===== src/common/sbf_pkg.sv =====
// shared constants for the serial break/idle framing block
package sbf_pkg;
    // frame lengths in bit periods (start + data + stop)
    localparam logic [3:0] FRAME_BITS_8 = 4'ha;
    localparam logic [3:0] FRAME_BITS_9 = 4'hb;
    // default bit period in system clocks
    localparam int         BIT_CLKS_DEF = 16;
    // receive data width
    localparam int         DATA_W       = 9;
    localparam logic [8:0] DATA_CLEAR   = 9'h000;
    // transmitter states
    typedef enum logic [2:0] {
        SBF_IDLE,
        SBF_PREAMBLE,
        SBF_DATA,
        SBF_BREAK,
        SBF_MARK
    } sbf_tx_state_t;
endpackage


===== src/verilog/sbf_core.sv =====
// transmit enable, break and idle framing plus receive break detection
// Operation
// - clearing transmit enable mid-frame lets the shifting frame finish
// - writing send-break one loads a break character
// - break is all zeros, no start or stop, length per frame select
// - break characters repeat while send-break and transmit enable both stay set
// - after break ends, send at least one one bit
// - receive break: start, all-zero data and zero stop bit
// - received break sets framing error and full, clears data
// - idle character is all ones, length per frame select
// - enable rise queues a preamble; a break, or data already held as enable rises on an idle line, goes out before it
// - transmit line returns idle once the frame completes after disable
// - disable then enable mid-frame queues one idle character
`timescale 1ns/1ps
`default_nettype none
module sbf_core #(
    parameter int BIT_CLKS = sbf_pkg::BIT_CLKS_DEF
) (
    input  wire logic       clk_sys,
    input  wire logic       arst_n,
    input  wire logic       tx_enable,
    input  wire logic       send_break_bit,
    input  wire logic       frame_nine,
    input  wire logic       tx_load,
    input  wire logic [8:0] tx_data,
    input  wire logic       rx_pin,
    input  wire logic       rx_read,
    output logic            tx_pin,
    output logic            tx_data_empty_flag,
    output logic            tx_complete_flag,
    output logic            framing_error_flag,
    output logic            rx_data_full_flag,
    output logic            rx_active_flag,
    output logic [8:0]      serial_data_register
);
    localparam int CW = $clog2(BIT_CLKS + 1);
    localparam logic [CW-1:0] BIT_LAST = CW'(BIT_CLKS - 1);
    localparam logic [CW-1:0] BIT_HALF = CW'(BIT_CLKS / 2);

    sbf_pkg::sbf_tx_state_t st_q, st_d;
    logic [CW-1:0] bclk_q;
    logic [3:0]    bit_q;
    logic [10:0]   sh_q;
    logic [8:0]    hold_q;
    logic          te_q, pre_q, brk_q;

    // frame length follows the frame select bit
    wire [3:0] frame_len = frame_nine ? sbf_pkg::FRAME_BITS_9 : sbf_pkg::FRAME_BITS_8;
    wire       bit_end   = (bclk_q == BIT_LAST);
    wire       char_end  = bit_end && (bit_q == frame_len - 4'h1);
    wire       te_rise   = tx_enable && !te_q;
    wire       brk_rise  = send_break_bit && !brk_q;
    wire       busy      = (st_q != sbf_pkg::SBF_IDLE);
    // data frame: start 0, data lsb first, stop 1
    wire [10:0] data_frame = frame_nine ? {1'b1, hold_q, 1'b0}
                                        : {2'b11, hold_q[7:0], 1'b0};

    // next transmitter state; break outranks preamble, preamble outranks data
    always_comb
    begin
        st_d = st_q;
        if (!busy || char_end)
        begin
            if (send_break_bit && (tx_enable || brk_rise))
                st_d = sbf_pkg::SBF_BREAK;
            else if (st_q == sbf_pkg::SBF_BREAK)
                st_d = sbf_pkg::SBF_MARK;
            else if (tx_enable && pre_q)
                st_d = sbf_pkg::SBF_PREAMBLE;
            else if (tx_enable && !tx_data_empty_flag)
                st_d = sbf_pkg::SBF_DATA;
            else
                st_d = sbf_pkg::SBF_IDLE;
        end
        else if (st_q == sbf_pkg::SBF_MARK && bit_end)
            st_d = sbf_pkg::SBF_IDLE;
    end

    wire start_char = (st_d != sbf_pkg::SBF_IDLE) && (!busy || char_end
                      || (st_q == sbf_pkg::SBF_MARK && bit_end));

    // edge history of control bits
    always_ff @(posedge clk_sys or negedge arst_n)
    begin
        if (!arst_n)
        begin
            te_q  <= 1'b0;
            brk_q <= 1'b0;
        end
        else
        begin
            te_q  <= tx_enable;
            brk_q <= send_break_bit;
        end
    end

    // preamble request: set on enable rise, or on re-enable mid-frame
    always_ff @(posedge clk_sys or negedge arst_n)
    begin
        if (!arst_n)
            pre_q <= 1'b0;
        else if (te_rise)
            pre_q <= 1'b1;
        else if (start_char && st_d == sbf_pkg::SBF_PREAMBLE)
            pre_q <= 1'b0;
    end

    // holding register and data-empty flag; a load wins over the transfer
    always_ff @(posedge clk_sys or negedge arst_n)
    begin
        if (!arst_n)
        begin
            hold_q             <= 9'h000;
            tx_data_empty_flag <= 1'b1;
        end
        else if (tx_load)
        begin
            hold_q             <= tx_data;
            tx_data_empty_flag <= 1'b0;
        end
        else if (start_char && st_d == sbf_pkg::SBF_DATA)
            tx_data_empty_flag <= 1'b1;
    end

    // shifter and bit timing; a disable never aborts the running frame
    always_ff @(posedge clk_sys or negedge arst_n)
    begin
        if (!arst_n)
        begin
            st_q   <= sbf_pkg::SBF_IDLE;
            bclk_q <= '0;
            bit_q  <= 4'h0;
            sh_q   <= 11'h7ff;
        end
        else
        begin
            st_q <= st_d;
            if (start_char)
            begin
                bclk_q <= '0;
                bit_q  <= 4'h0;
                case (st_d)
                    sbf_pkg::SBF_BREAK: sh_q <= 11'h000;
                    sbf_pkg::SBF_PREAMBLE: sh_q <= 11'h7ff;
                    sbf_pkg::SBF_DATA: sh_q <= data_frame;
                    default: sh_q <= 11'h7ff;
                endcase
            end
            else if (busy)
            begin
                bclk_q <= bit_end ? '0 : bclk_q + 1'b1;
                if (bit_end)
                begin
                    bit_q <= bit_q + 4'h1;
                    sh_q  <= {1'b1, sh_q[10:1]};
                end
            end
            else
                sh_q <= 11'h7ff;
        end
    end

    // line drive and completion flag straight from flops
    always_ff @(posedge clk_sys or negedge arst_n)
    begin
        if (!arst_n)
        begin
            tx_pin           <= 1'b1;
            tx_complete_flag <= 1'b1;
        end
        else
        begin
            tx_pin           <= (st_d == sbf_pkg::SBF_IDLE) ? 1'b1
                              : (start_char ? (st_d != sbf_pkg::SBF_BREAK
                                 && st_d != sbf_pkg::SBF_DATA)
                              : (bit_end ? sh_q[1] : sh_q[0]));
            tx_complete_flag <= (st_d == sbf_pkg::SBF_IDLE);
        end
    end

    // receive: pin synchroniser, then mid-bit sampling of a whole frame
    logic          rx_s1_q, rx_s2_q, rx_on_q, rx_zero_q;
    logic [CW-1:0] rclk_q;
    logic [3:0]    rbit_q;
    logic [8:0]    rsh_q;
    wire r_mid  = (rclk_q == BIT_HALF);
    wire r_stop = r_mid && (rbit_q == frame_len - 4'h1);
    wire [8:0] r_data = frame_nine ? rsh_q : {1'b0, rsh_q[8:1]};
    wire r_break = r_stop && rx_zero_q && !rx_s2_q;

    always_ff @(posedge clk_sys or negedge arst_n)
    begin
        if (!arst_n)
        begin
            rx_s1_q <= 1'b1;
            rx_s2_q <= 1'b1;
        end
        else
        begin
            rx_s1_q <= rx_pin;
            rx_s2_q <= rx_s1_q;
        end
    end

    always_ff @(posedge clk_sys or negedge arst_n)
    begin
        if (!arst_n)
        begin
            rx_on_q   <= 1'b0;
            rx_zero_q <= 1'b1;
            rclk_q    <= '0;
            rbit_q    <= 4'h0;
            rsh_q     <= 9'h000;
        end
        else if (!rx_on_q)
        begin
            rx_on_q   <= !rx_s2_q;
            rx_zero_q <= 1'b1;
            rclk_q    <= '0;
            rbit_q    <= 4'h0;
        end
        else
        begin
            rclk_q <= (rclk_q == BIT_LAST) ? '0 : rclk_q + 1'b1;
            if (rclk_q == BIT_LAST)
                rbit_q <= rbit_q + 4'h1;
            if (r_mid && rbit_q != 4'h0 && !r_stop)
            begin
                rsh_q     <= {rx_s2_q, rsh_q[8:1]};
                rx_zero_q <= rx_zero_q && !rx_s2_q;
            end
            if (r_stop)
                rx_on_q <= 1'b0;
        end
    end

    // receive flags; a new frame's set wins over the software read
    always_ff @(posedge clk_sys or negedge arst_n)
    begin
        if (!arst_n)
        begin
            framing_error_flag   <= 1'b0;
            rx_data_full_flag    <= 1'b0;
            rx_active_flag       <= 1'b0;
            serial_data_register <= sbf_pkg::DATA_CLEAR;
        end
        else
        begin
            rx_active_flag <= rx_on_q;
            if (r_stop)
            begin
                rx_data_full_flag    <= 1'b1;
                framing_error_flag   <= !rx_s2_q;
                serial_data_register <= r_break ? sbf_pkg::DATA_CLEAR : r_data;
            end
            else if (rx_read)
            begin
                rx_data_full_flag  <= 1'b0;
                framing_error_flag <= 1'b0;
            end
        end
    end

    // break line stays low for the first 8 clocks of the frame
    property p_brk_low;
        @(posedge clk_sys) disable iff (!arst_n)
        (start_char && st_d == sbf_pkg::SBF_BREAK) |=> !tx_pin [*8];
    endproperty
    a_brk_low: assert property (p_brk_low) else $error("break not low");

    property p_mark;
        @(posedge clk_sys) disable iff (!arst_n)
        (st_q == sbf_pkg::SBF_BREAK && st_d == sbf_pkg::SBF_MARK) |=> tx_pin;
    endproperty
    a_mark: assert property (p_mark) else $error("no one after break");

    property p_rxbrk;
        @(posedge clk_sys) disable iff (!arst_n)
        r_break |=> framing_error_flag && rx_data_full_flag && serial_data_register == 9'h000;
    endproperty
    a_rxbrk: assert property (p_rxbrk) else $error("break status wrong");

    property p_nabort;
        @(posedge clk_sys) disable iff (!arst_n)
        (busy && !char_end && st_q != sbf_pkg::SBF_MARK) |=> busy;
    endproperty
    a_nabort: assert property (p_nabort) else $error("frame aborted");

    // a send-break request on an idle line starts a break at once
    property p_brk_load;
        @(posedge clk_sys) disable iff (!arst_n)
        (brk_rise && !busy) |=> (st_q == sbf_pkg::SBF_BREAK);
    endproperty
    a_brk_load: assert property (p_brk_load) else $error("break not loaded");

    // preamble keeps the line high
    property p_pre_high;
        @(posedge clk_sys) disable iff (!arst_n)
        (start_char && st_d == sbf_pkg::SBF_PREAMBLE) |=> tx_pin [*8];
    endproperty
    a_pre_high: assert property (p_pre_high) else $error("idle not high");
endmodule // sbf_core
`default_nettype wire


===== config.mk =====
export PLATFORM = sky130hd
export DESIGN_NAME = sbf_core
export DESIGN_NICKNAME = d
export VERILOG_FILES = /design/src/common/sbf_pkg.sv /design/src/verilog/sbf_core.sv
export SDC_FILE = /design/constraint.sdc
export NUM_CORES = 1
export LEC_CHECK = 0
export BUFFER_PORTS_ARGS = -buffer_cell sky130_fd_sc_hd__buf_2
export CORE_ASPECT_RATIO = 0.75
export CORE_MARGIN = 4
export CORE_UTILIZATION = 59
export DETAILED_ROUTE_END_ITERATION = 10
export HOLD_SLACK_MARGIN = 0.15
export PLACE_DENSITY_LB_ADDON = 0.15
export SLEW_MARGIN = 40
export SYNTH_ARGS = -nofsm -noshare
export SYNTH_HDL_FRONTEND = slang
export SYNTH_SLANG_ARGS = --single-unit

===== constraint.sdc =====
create_clock -name clk_sys -period 2.8 [get_ports clk_sys]
set_input_delay 0.14 -clock clk_sys [delete_from_list [all_inputs] [get_ports clk_sys]]
set_output_delay 0.14 -clock clk_sys [all_outputs]
set_load 0.02 [all_outputs]

==> qor.log, run 1 <==
INFO  sta            final_max_slew_viol_count=0
INFO  power_and_ir_drop power.share.clock=44.3%
INFO  grt            vias_in_the_first_global_route=2458
INFO  flow_run       max-cap-violations=0
INFO  placement      hpwl=4850um
INFO  placement      i_o_buffers=31
INFO  die            chipHeight=73.7um
INFO  routing        num_vias=2551
INFO  synthesis      yosys_warnings=0
INFO  clock_network  tritoncts_num_sinks=72
INFO  sta            clock-skew-final=0.0119ns
INFO  placement      place_area=3650um2
INFO  finish         fin_area=4030um2
INFO  synthesis      post_synth_inst_count=320
INFO  synthesis      mappedNetlistArea=3400um2
INFO  sta            final.period_utilization=81.7%
INFO  power_and_ir_drop power_report.internal_total=1610uW
INFO  synthesis      ys_seq_elements=72
INFO  die            die_width=95.6um
INFO  outcome        outcome=complete, no violations
INFO  power_and_ir_drop power.switching_fraction=22.6%
INFO  grt            largest_net_degree_at_the_start_of_global_routing=42
INFO  grt            overall_fraction_of_global_route_tracks_in_use=22.2%
INFO  grt            grt_pass1_wl=11900um
INFO  synthesis      yosys.cell_types.count=53
INFO  power_and_ir_drop switchingPower=471uW
INFO  clock_network  tritoncts_clock_tree=yes
INFO  routing        detail_route.wirelength=6930um
INFO  die            die_ar=7050um2
INFO  sta            report.final.setup_viol=0
INFO  critical_path  worst_ep_required_time=3.02ns
INFO  synthesis      synthArstFlopShare=100%
INFO  sta            totalNegativeSetupSlack=0ns
INFO  sta            hold_violations=0
INFO  clock_network  clock-root-buffer=sky130_fd_sc_hd__clkbuf_8
INFO  sta            layout_min_cycle_time=2.29ns
INFO  finish         nets=396
INFO  grt            grt.overflow.total=0
INFO  finish         seq_area=1820um2
INFO  critical_path  timing.setup.critical_path_class=reg2reg
INFO  synthesis      syn-num-nets=343
INFO  synthesis      synth_top_flop_cell=sky130_fd_sc_hd__dfrtp_1
INFO  synthesis      seq_area_frac_synth=53.7%
INFO  routing        vias_per_cell=5.63
INFO  die            io_pins=32
INFO  critical_path  cp-end-kind=register
INFO  routing        drt_pass1_iterations=4
INFO  clock_network  clockBufferDepth=2
INFO  finish         most_common_library_cell_in_the_layout_ignoring_fill_and_taps=sky130_fd_sc_hd__dfrtp_1
INFO  die            rows=23
INFO  finish         area_delta_synth_final=18.6%
INFO  routing        drc_violation_count_after_routing=0
INFO  synthesis      synth_edf_count=0
INFO  sta            rsz_0062_raised_after_global_routing=no
INFO  finish         drive_above_1_share=25.9%
INFO  die            area_of_the_core=5470um2
INFO  sta            timing_worst_slew_pin_value=0.672ns
INFO  routing        drt-wirelength-per-cell=15.3um
INFO  critical_path  arrival_time_of_the_worst_setup_path=2.50ns
INFO  critical_path  worstPathMaxFanout=9
INFO  finish         n_diodes=0
INFO  finish         layout.cells.most_common_list=sky130_fd_sc_hd__dfrtp_1, sky130_fd_sc_hd__nand2_1, sky130_fd_sc_hd__buf_2
INFO  power_and_ir_drop powerDensity=517nW/um2
INFO  synthesis      syn_area_per_cell=10.6um2
INFO  power_and_ir_drop p_leak=0.00186uW
INFO  die            start_util=62.1%
INFO  power_and_ir_drop comb_power_share=4.4%
INFO  sta            worst_slew_margin_rel=55.1%
INFO  power_and_ir_drop ir_drop=0.000373V
INFO  placement      gp_congestion=0.912
INFO  clock_network  clk_pin_slew_worst_paths=0.08ns
INFO  routing        drt_first_iter_violations=126
INFO  finish         multiInputGateArea=1490um2
INFO  grt            antenna_violations_before_repair=0
INFO  clock_network  total_clock_buffers_created_by_cts=9
INFO  hold_path      timing.hold.worst.class=in2reg
INFO  routing        drt.antenna.violating_nets=0
INFO  clock_network  htree_levels=3
INFO  clock_network  postCtsSetupBuffers=0
INFO  critical_path  startpoint_type=register
INFO  clock_network  worstSkewPairLatency=0.35ns
INFO  sta            clock.fmax=437MHz
INFO  power_and_ir_drop pwr-share-seq=51.4%
INFO  finish         fillCellCount=385
==> cells in the mapped netlist, types with 3 or more instances <==
master | number | area share, %
sky130_fd_sc_hd__o221ai_1 | 4 | 1.0
sky130_fd_sc_hd__ha_1 | 6 | 2.2
sky130_fd_sc_hd__mux2i_1 | 9 | 2.7
sky130_fd_sc_hd__mux2_2 | 14 | 4.6
sky130_fd_sc_hd__a31oi_1 | 7 | 1.3
sky130_fd_sc_hd__clkbuf_1 | 8 | 0.88
sky130_fd_sc_hd__nand2b_1 | 4 | 0.74
sky130_fd_sc_hd__and2_1 | 5 | 0.92
sky130_fd_sc_hd__nor2_1 | 28 | 3.1
sky130_fd_sc_hd__o21ai_1 | 3 | 0.44
sky130_fd_sc_hd__nand2_1 | 48 | 5.3
sky130_fd_sc_hd__dfrtp_1 | 55 | 41
sky130_fd_sc_hd__and3_1 | 3 | 0.55
sky130_fd_sc_hd__inv_1 | 12 | 1.3
sky130_fd_sc_hd__or3_1 | 3 | 0.55
sky130_fd_sc_hd__o21ai_0 | 16 | 2.4
sky130_fd_sc_hd__nand3_1 | 10 | 1.5
sky130_fd_sc_hd__nand3b_1 | 3 | 0.66
sky130_fd_sc_hd__o31ai_1 | 10 | 2.2
sky130_fd_sc_hd__a21oi_1 | 7 | 1.0
sky130_fd_sc_hd__dfstp_2 | 17 | 13
sky130_fd_sc_hd__xnor2_1 | 6 | 1.5
sky130_fd_sc_hd__xor2_1 | 3 | 0.77
==> worst max-delay path, cell delays in order (launching register included) <==
cell and delay, ns:
sky130_fd_sc_hd__dfrtp_1 0.40, sky130_fd_sc_hd__ha_1 0.23, sky130_fd_sc_hd__nand4b_2 0.27, sky130_fd_sc_hd__a211o_1 0.37, sky130_fd_sc_hd__a22oi_1 0.31, sky130_fd_sc_hd__nor4_2 0.12, sky130_fd_sc_hd__nor2_1 0.35, sky130_fd_sc_hd__nor2_1 0.10
==> through the flow <==
step                      instances  setup slack [ns]  hold WS (ns)  power [uW]  utilization [%]
after global placement          422             0.652         0.245        1160             66.8
after detailed placement        422             0.527         0.142        1160             66.8
after global routing            453             0.318         0.240        2150             73.7
after CTS                       453             0.521         0.229        2090             73.7
final                           453             0.513         0.241        2080             73.7
after floorplan                 320             0.816        -0.156        1120                -
==> state kept, by name, indices dropped and copies added (netlist names), 3 cells and up <==
signal and flops:
bclk_q 5, bit_q 4, sh_q 11, rbit_q 4, rsh_q 9, st_q 3
serial_data_register 9, rclk_q 5, hold_q 9
==> timing repair <==
item                      4_1_cts  5_1_grt
resized for setup               0        0
hold buffers                   15        0
hold endpoints to repair       55        0
==> metal layers <==
metal	GRT usage [%]	share of wire [%]
met2	33.2	45
met4	7.57	0.81
met5	0	0
met3	5.02	4.6
met1	32.1	50
==> cell families after synthesis <==
group | after synthesis | synth area share [%]
XOR/XNOR | 9 | 2.32
multiplexers | 23 | 7.29
adder cells (fa/ha/maj) | 6 | 2.21
AND/OR/NAND/NOR | 121 | 17.4
flip-flops | 72 | 53.7
buffers and inverters | 22 | 2.54
AO/OA/AOI/OAI | 67 | 14.5
==> cell type report <==
cell class / instances / share of cell area, %
clock inverter: 7 / 2.52
inverter: 12 / 1.12
sequential: 72 / 45.3
multi-input combinational: 226 / 36.9
timing repair buffer: 52 / 8.76
clock buffer: 9 / 3.08
tap: 75 / 2.33
==> path summary, 6_finish.rpt <==
kind / cells after the start / slack, ns / start / to
setup / recovery: 7 / 0.51 / bclk_q[1] / bclk_q[2]
hold / removal: 3 / 0.24 / frame_nine / serial_data_register[8]
setup reg to reg: 7 / 0.51 / bclk_q[1] / bclk_q[2]
hold reg to reg: 0 / 0.36 / rx_s1_q / rx_s2_q
max in group asynchronous: 3 / 1.80 / arst_n / sh_q[9]
min in group asynchronous: 2 / 0.29 / arst_n / brk_q
==> power by group through the flow <==
stage	clock network [uW]	registers (uW)	logic (uW)
3_3_place_gp	0	1090	72.3
4_1_cts	932	1070	92.2
6_report	921	1070	90.5
3_5_place_dp	0	1090	76.0
2_1_floorplan	0	1080	30.7
5_1_grt	982	1070	102
No activity file was read; power rests on OpenSTA's default activity.
==> inputs of run 2 (changes only) <==
--- a/config.mk
+++ b/config.mk
@@ -8,7 +8,7 @@
 export BUFFER_PORTS_ARGS = -buffer_cell sky130_fd_sc_hd__buf_2
 export CORE_ASPECT_RATIO = 0.75
 export CORE_MARGIN = 4
-export CORE_UTILIZATION = 59
+export CORE_UTILIZATION = 53
 export DETAILED_ROUTE_END_ITERATION = 10
 export HOLD_SLACK_MARGIN = 0.15
 export PLACE_DENSITY_LB_ADDON = 0.15
==> constraint.sdc (replaced) <==
create_clock -name clk_sys -period 2 [get_ports clk_sys]
set_input_delay 0.1 -clock clk_sys [delete_from_list [all_inputs] [get_ports clk_sys]]
set_output_delay 0.1 -clock clk_sys [all_outputs]
set_load 0.02 [all_outputs]
==> run 2 against run 1 <==
Effect of this change:
- the flow now finishes with violations (negative setup slack)
- clock power grew 24%
- clock skew shrank 0.0018 ns
- critical path depth is the same
- clock-buffer cell count grew 1
- combinational power grew 52%
- via count grew 4.4%
- power grew 33%
- core utilization shrank 0.49 points
- design area grew 9.1%
- sequential power grew 40%
- largest cell class unchanged
- largest power group unchanged
==> qor.log, run 2 (synthesized netlist as in run 1, its figures left out) <==
INFO  outcome        outcome=finished with violations
INFO  outcome        violations=negative setup slack
INFO  finish         nets=425
INFO  sta            totalNegativeSetupSlack=-0.793ns
INFO  critical_path  worstPathCellList=or3b_4, a21oi_4, o2bb2ai_4, o41ai_4, buf_4, buf_6, and3_1
INFO  sta            report.final.setup_viol=15
INFO  critical_path  startpoint_type=register
INFO  power_and_ir_drop switchingPower=648uW
INFO  clock_network  htree_levels=3
INFO  sta            postLayoutSetupSlackWorst=-0.0939ns
INFO  sta            final_max_slew_viol_count=0
INFO  power_and_ir_drop powerDensity=632nW/um2
INFO  hold_path      timing.hold.worst.class=in2reg
INFO  power_and_ir_drop pwr_total=2780uW
INFO  critical_path  worst_path_max_delay_cell=sky130_fd_sc_hd__or3b_4
INFO  die            die_ar=7770um2
INFO  critical_path  worstPathMaxFanout=5
INFO  placement      hpwl=4910um
INFO  die            die_width=100um
INFO  routing        drt-wirelength-per-cell=15.7um
INFO  critical_path  timing.setup.critical_path_class=reg2reg
INFO  clock_network  clock-root-buffer=sky130_fd_sc_hd__clkbuf_8
INFO  critical_path  timing.critical_path.slowest_cell_delay=0.42ns
INFO  finish         area_delta_synth_final=29.4%
INFO  routing        drt.antenna.violating_nets=0
INFO  finish         fillCellCount=433
INFO  power_and_ir_drop p_leak=0.00201uW
INFO  finish         drive_above_1_share=34.6%
INFO  sta            clock-skew-final=0.0101ns
INFO  grt            overall_fraction_of_global_route_tracks_in_use=20.4%
INFO  critical_path  worst_ep_required_time=2.29ns
INFO  power_and_ir_drop power.share.clock=41.1%
INFO  finish         layout.cells.most_common_list=sky130_fd_sc_hd__dfrtp_1, sky130_fd_sc_hd__nand2_1, sky130_fd_sc_hd__buf_2
INFO  sta            hold_violations=0
INFO  clock_network  worstSkewPairLatency=0.35ns
INFO  grt            grt.overflow.total=0
INFO  power_and_ir_drop ir_drop=0.000511V
INFO  power_and_ir_drop power_report.internal_total=2130uW
INFO  grt            largest_net_degree_at_the_start_of_global_routing=73
INFO  die            area_of_the_core=6010um2
INFO  routing        num_vias=2664
INFO  power_and_ir_drop pwr-share-seq=53.9%
INFO  grt            antenna_violations_before_repair=0
INFO  flow_run       max-cap-violations=0
INFO  routing        drt_first_iter_violations=151
INFO  finish         seq_area=1820um2
INFO  finish         largest-register=sh_q
INFO  sta            layout_min_cycle_time=2.09ns
INFO  routing        vias_per_cell=5.49
INFO  clock_network  tritoncts_clock_tree=yes
INFO  critical_path  arrival_time_of_the_worst_setup_path=2.39ns
INFO  finish         n_diodes=0
INFO  finish         largest_reg_flops=11
INFO  critical_path  cp-end-kind=register
INFO  clock_network  clockBufferDepth=2
INFO  placement      gp_congestion=0.894
INFO  routing        detail_route.wirelength=7600um
INFO  finish         multiInputGateArea=1630um2
INFO  sta            worst_slew_margin_rel=69.6%
INFO  grt            vias_in_the_first_global_route=2631
INFO  clock_network  total_clock_buffers_created_by_cts=9
INFO  die            start_util=56.6%
INFO  finish         most_common_library_cell_in_the_layout_ignoring_fill_and_taps=sky130_fd_sc_hd__dfrtp_1
INFO  die            io_pins=32
INFO  sta            rsz_0062_raised_after_global_routing=yes
INFO  routing        drt_pass1_iterations=4
INFO  placement      i_o_buffers=31
INFO  sta            final.period_utilization=105%
INFO  die            chipHeight=77.3um
INFO  sta            timing_worst_slew_pin_value=0.454ns
INFO  routing        drc_violation_count_after_routing=0
INFO  sta            clock.fmax=478MHz
INFO  clock_network  tritoncts_num_sinks=72
INFO  die            rows=24
INFO  clock_network  clk_pin_slew_worst_paths=0.08ns
INFO  power_and_ir_drop comb_power_share=5.0%
INFO  grt            grt_pass1_wl=12500um
INFO  power_and_ir_drop power.switching_fraction=23.3%
-- run 2: changes by cell type in the layout (fill, tap and decap cells not counted), sizes merged --
cell / change
clkbuf: +1
clkinv: +2
dlygate4sd3: +2
buf: +27
bufinv: -1
inv: -2
-- run 2: cell type report --
type                            count  share of cell area (%)
Multi-Input combinational cell    226                    37.2
Tap cell                           78                    2.22
Clock inverter                      6                    1.54
Sequential cell                    72                    41.5
Clock buffer                       10                    2.90
Timing Repair Buffer               81                    13.7
Inverter                           12                    1.03
-- run 2: worst max-delay path: cells and delay by family (launching register included) --
kind            cells  cell delay [ns]
buf+inv             2             0.30
compound gates      3             0.78
flops               1             0.39
simple gates        2             0.57
-- run 2: what timing repair did --
action	4_1_cts	5_1_grt
endpoints found under the setup margin	10	29
gates resized for setup	9	25
hold buffers	17	0
pin swaps	5	4
hold endpoints to repair	88	0
cloned	0	1
setup buffers	3	4
-- run 2: final timing paths --
check	from	to	slack, ns	depth (start not counted)
worst min register to register	rx_s1_q	rx_s2_q	0.36	0
max in group asynchronous	arst_n	rx_s2_q	1.37	3
min in group asynchronous	arst_n	hold_q[2]	0.30	3
worst min-delay path	frame_nine	serial_data_register[8]	0.26	4
worst max-delay path	bit_q[1]	bclk_q[4]	-0.09	7
worst max register to register	bit_q[1]	bclk_q[4]	-0.09	7
-- run 2: per-layer routing --
| metal | up-vias | global-route usage (%) | part of all wire [%] |
|---|---|---|---|
| li1 | 1306 | - | - |
| met1 | 1266 | 29.2 | 48 |
| met2 | 76 | 29.5 | 44 |
| met3 | 16 | 5.29 | 5.7 |
| met4 | 0 | 8.61 | 2.3 |
| met5 | - | 0 | 0 |
-- run 2: power by group through the flow --
| stage | Sequential [uW] | Clock, uW | Combinational, uW |
|---|---|---|---|
| after floorplan | 1520 | 0 | 43.0 |
| after global placement | 1520 | 0 | 108 |
| after detailed placement | 1520 | 0 | 110 |
| after CTS | 1500 | 1170 | 137 |
| after global routing | 1500 | 1250 | 155 |
| final | 1500 | 1140 | 138 |
-- run 2: metrics by stage --
stage                     hold slack, ns  utilization (%)  area, um2  instances  worst slack (ns)
after CTS                          0.225             70.8       4250        480           -0.0383
after global routing               0.271             73.2       4390        485            -0.206
after global placement             0.155             63.4       3810        444           0.00693
after floorplan                   -0.196                -       3400        320            0.0161
after detailed placement           0.155             63.4       3810        444           -0.0911
final                              0.263             73.2       4390        485           -0.0939
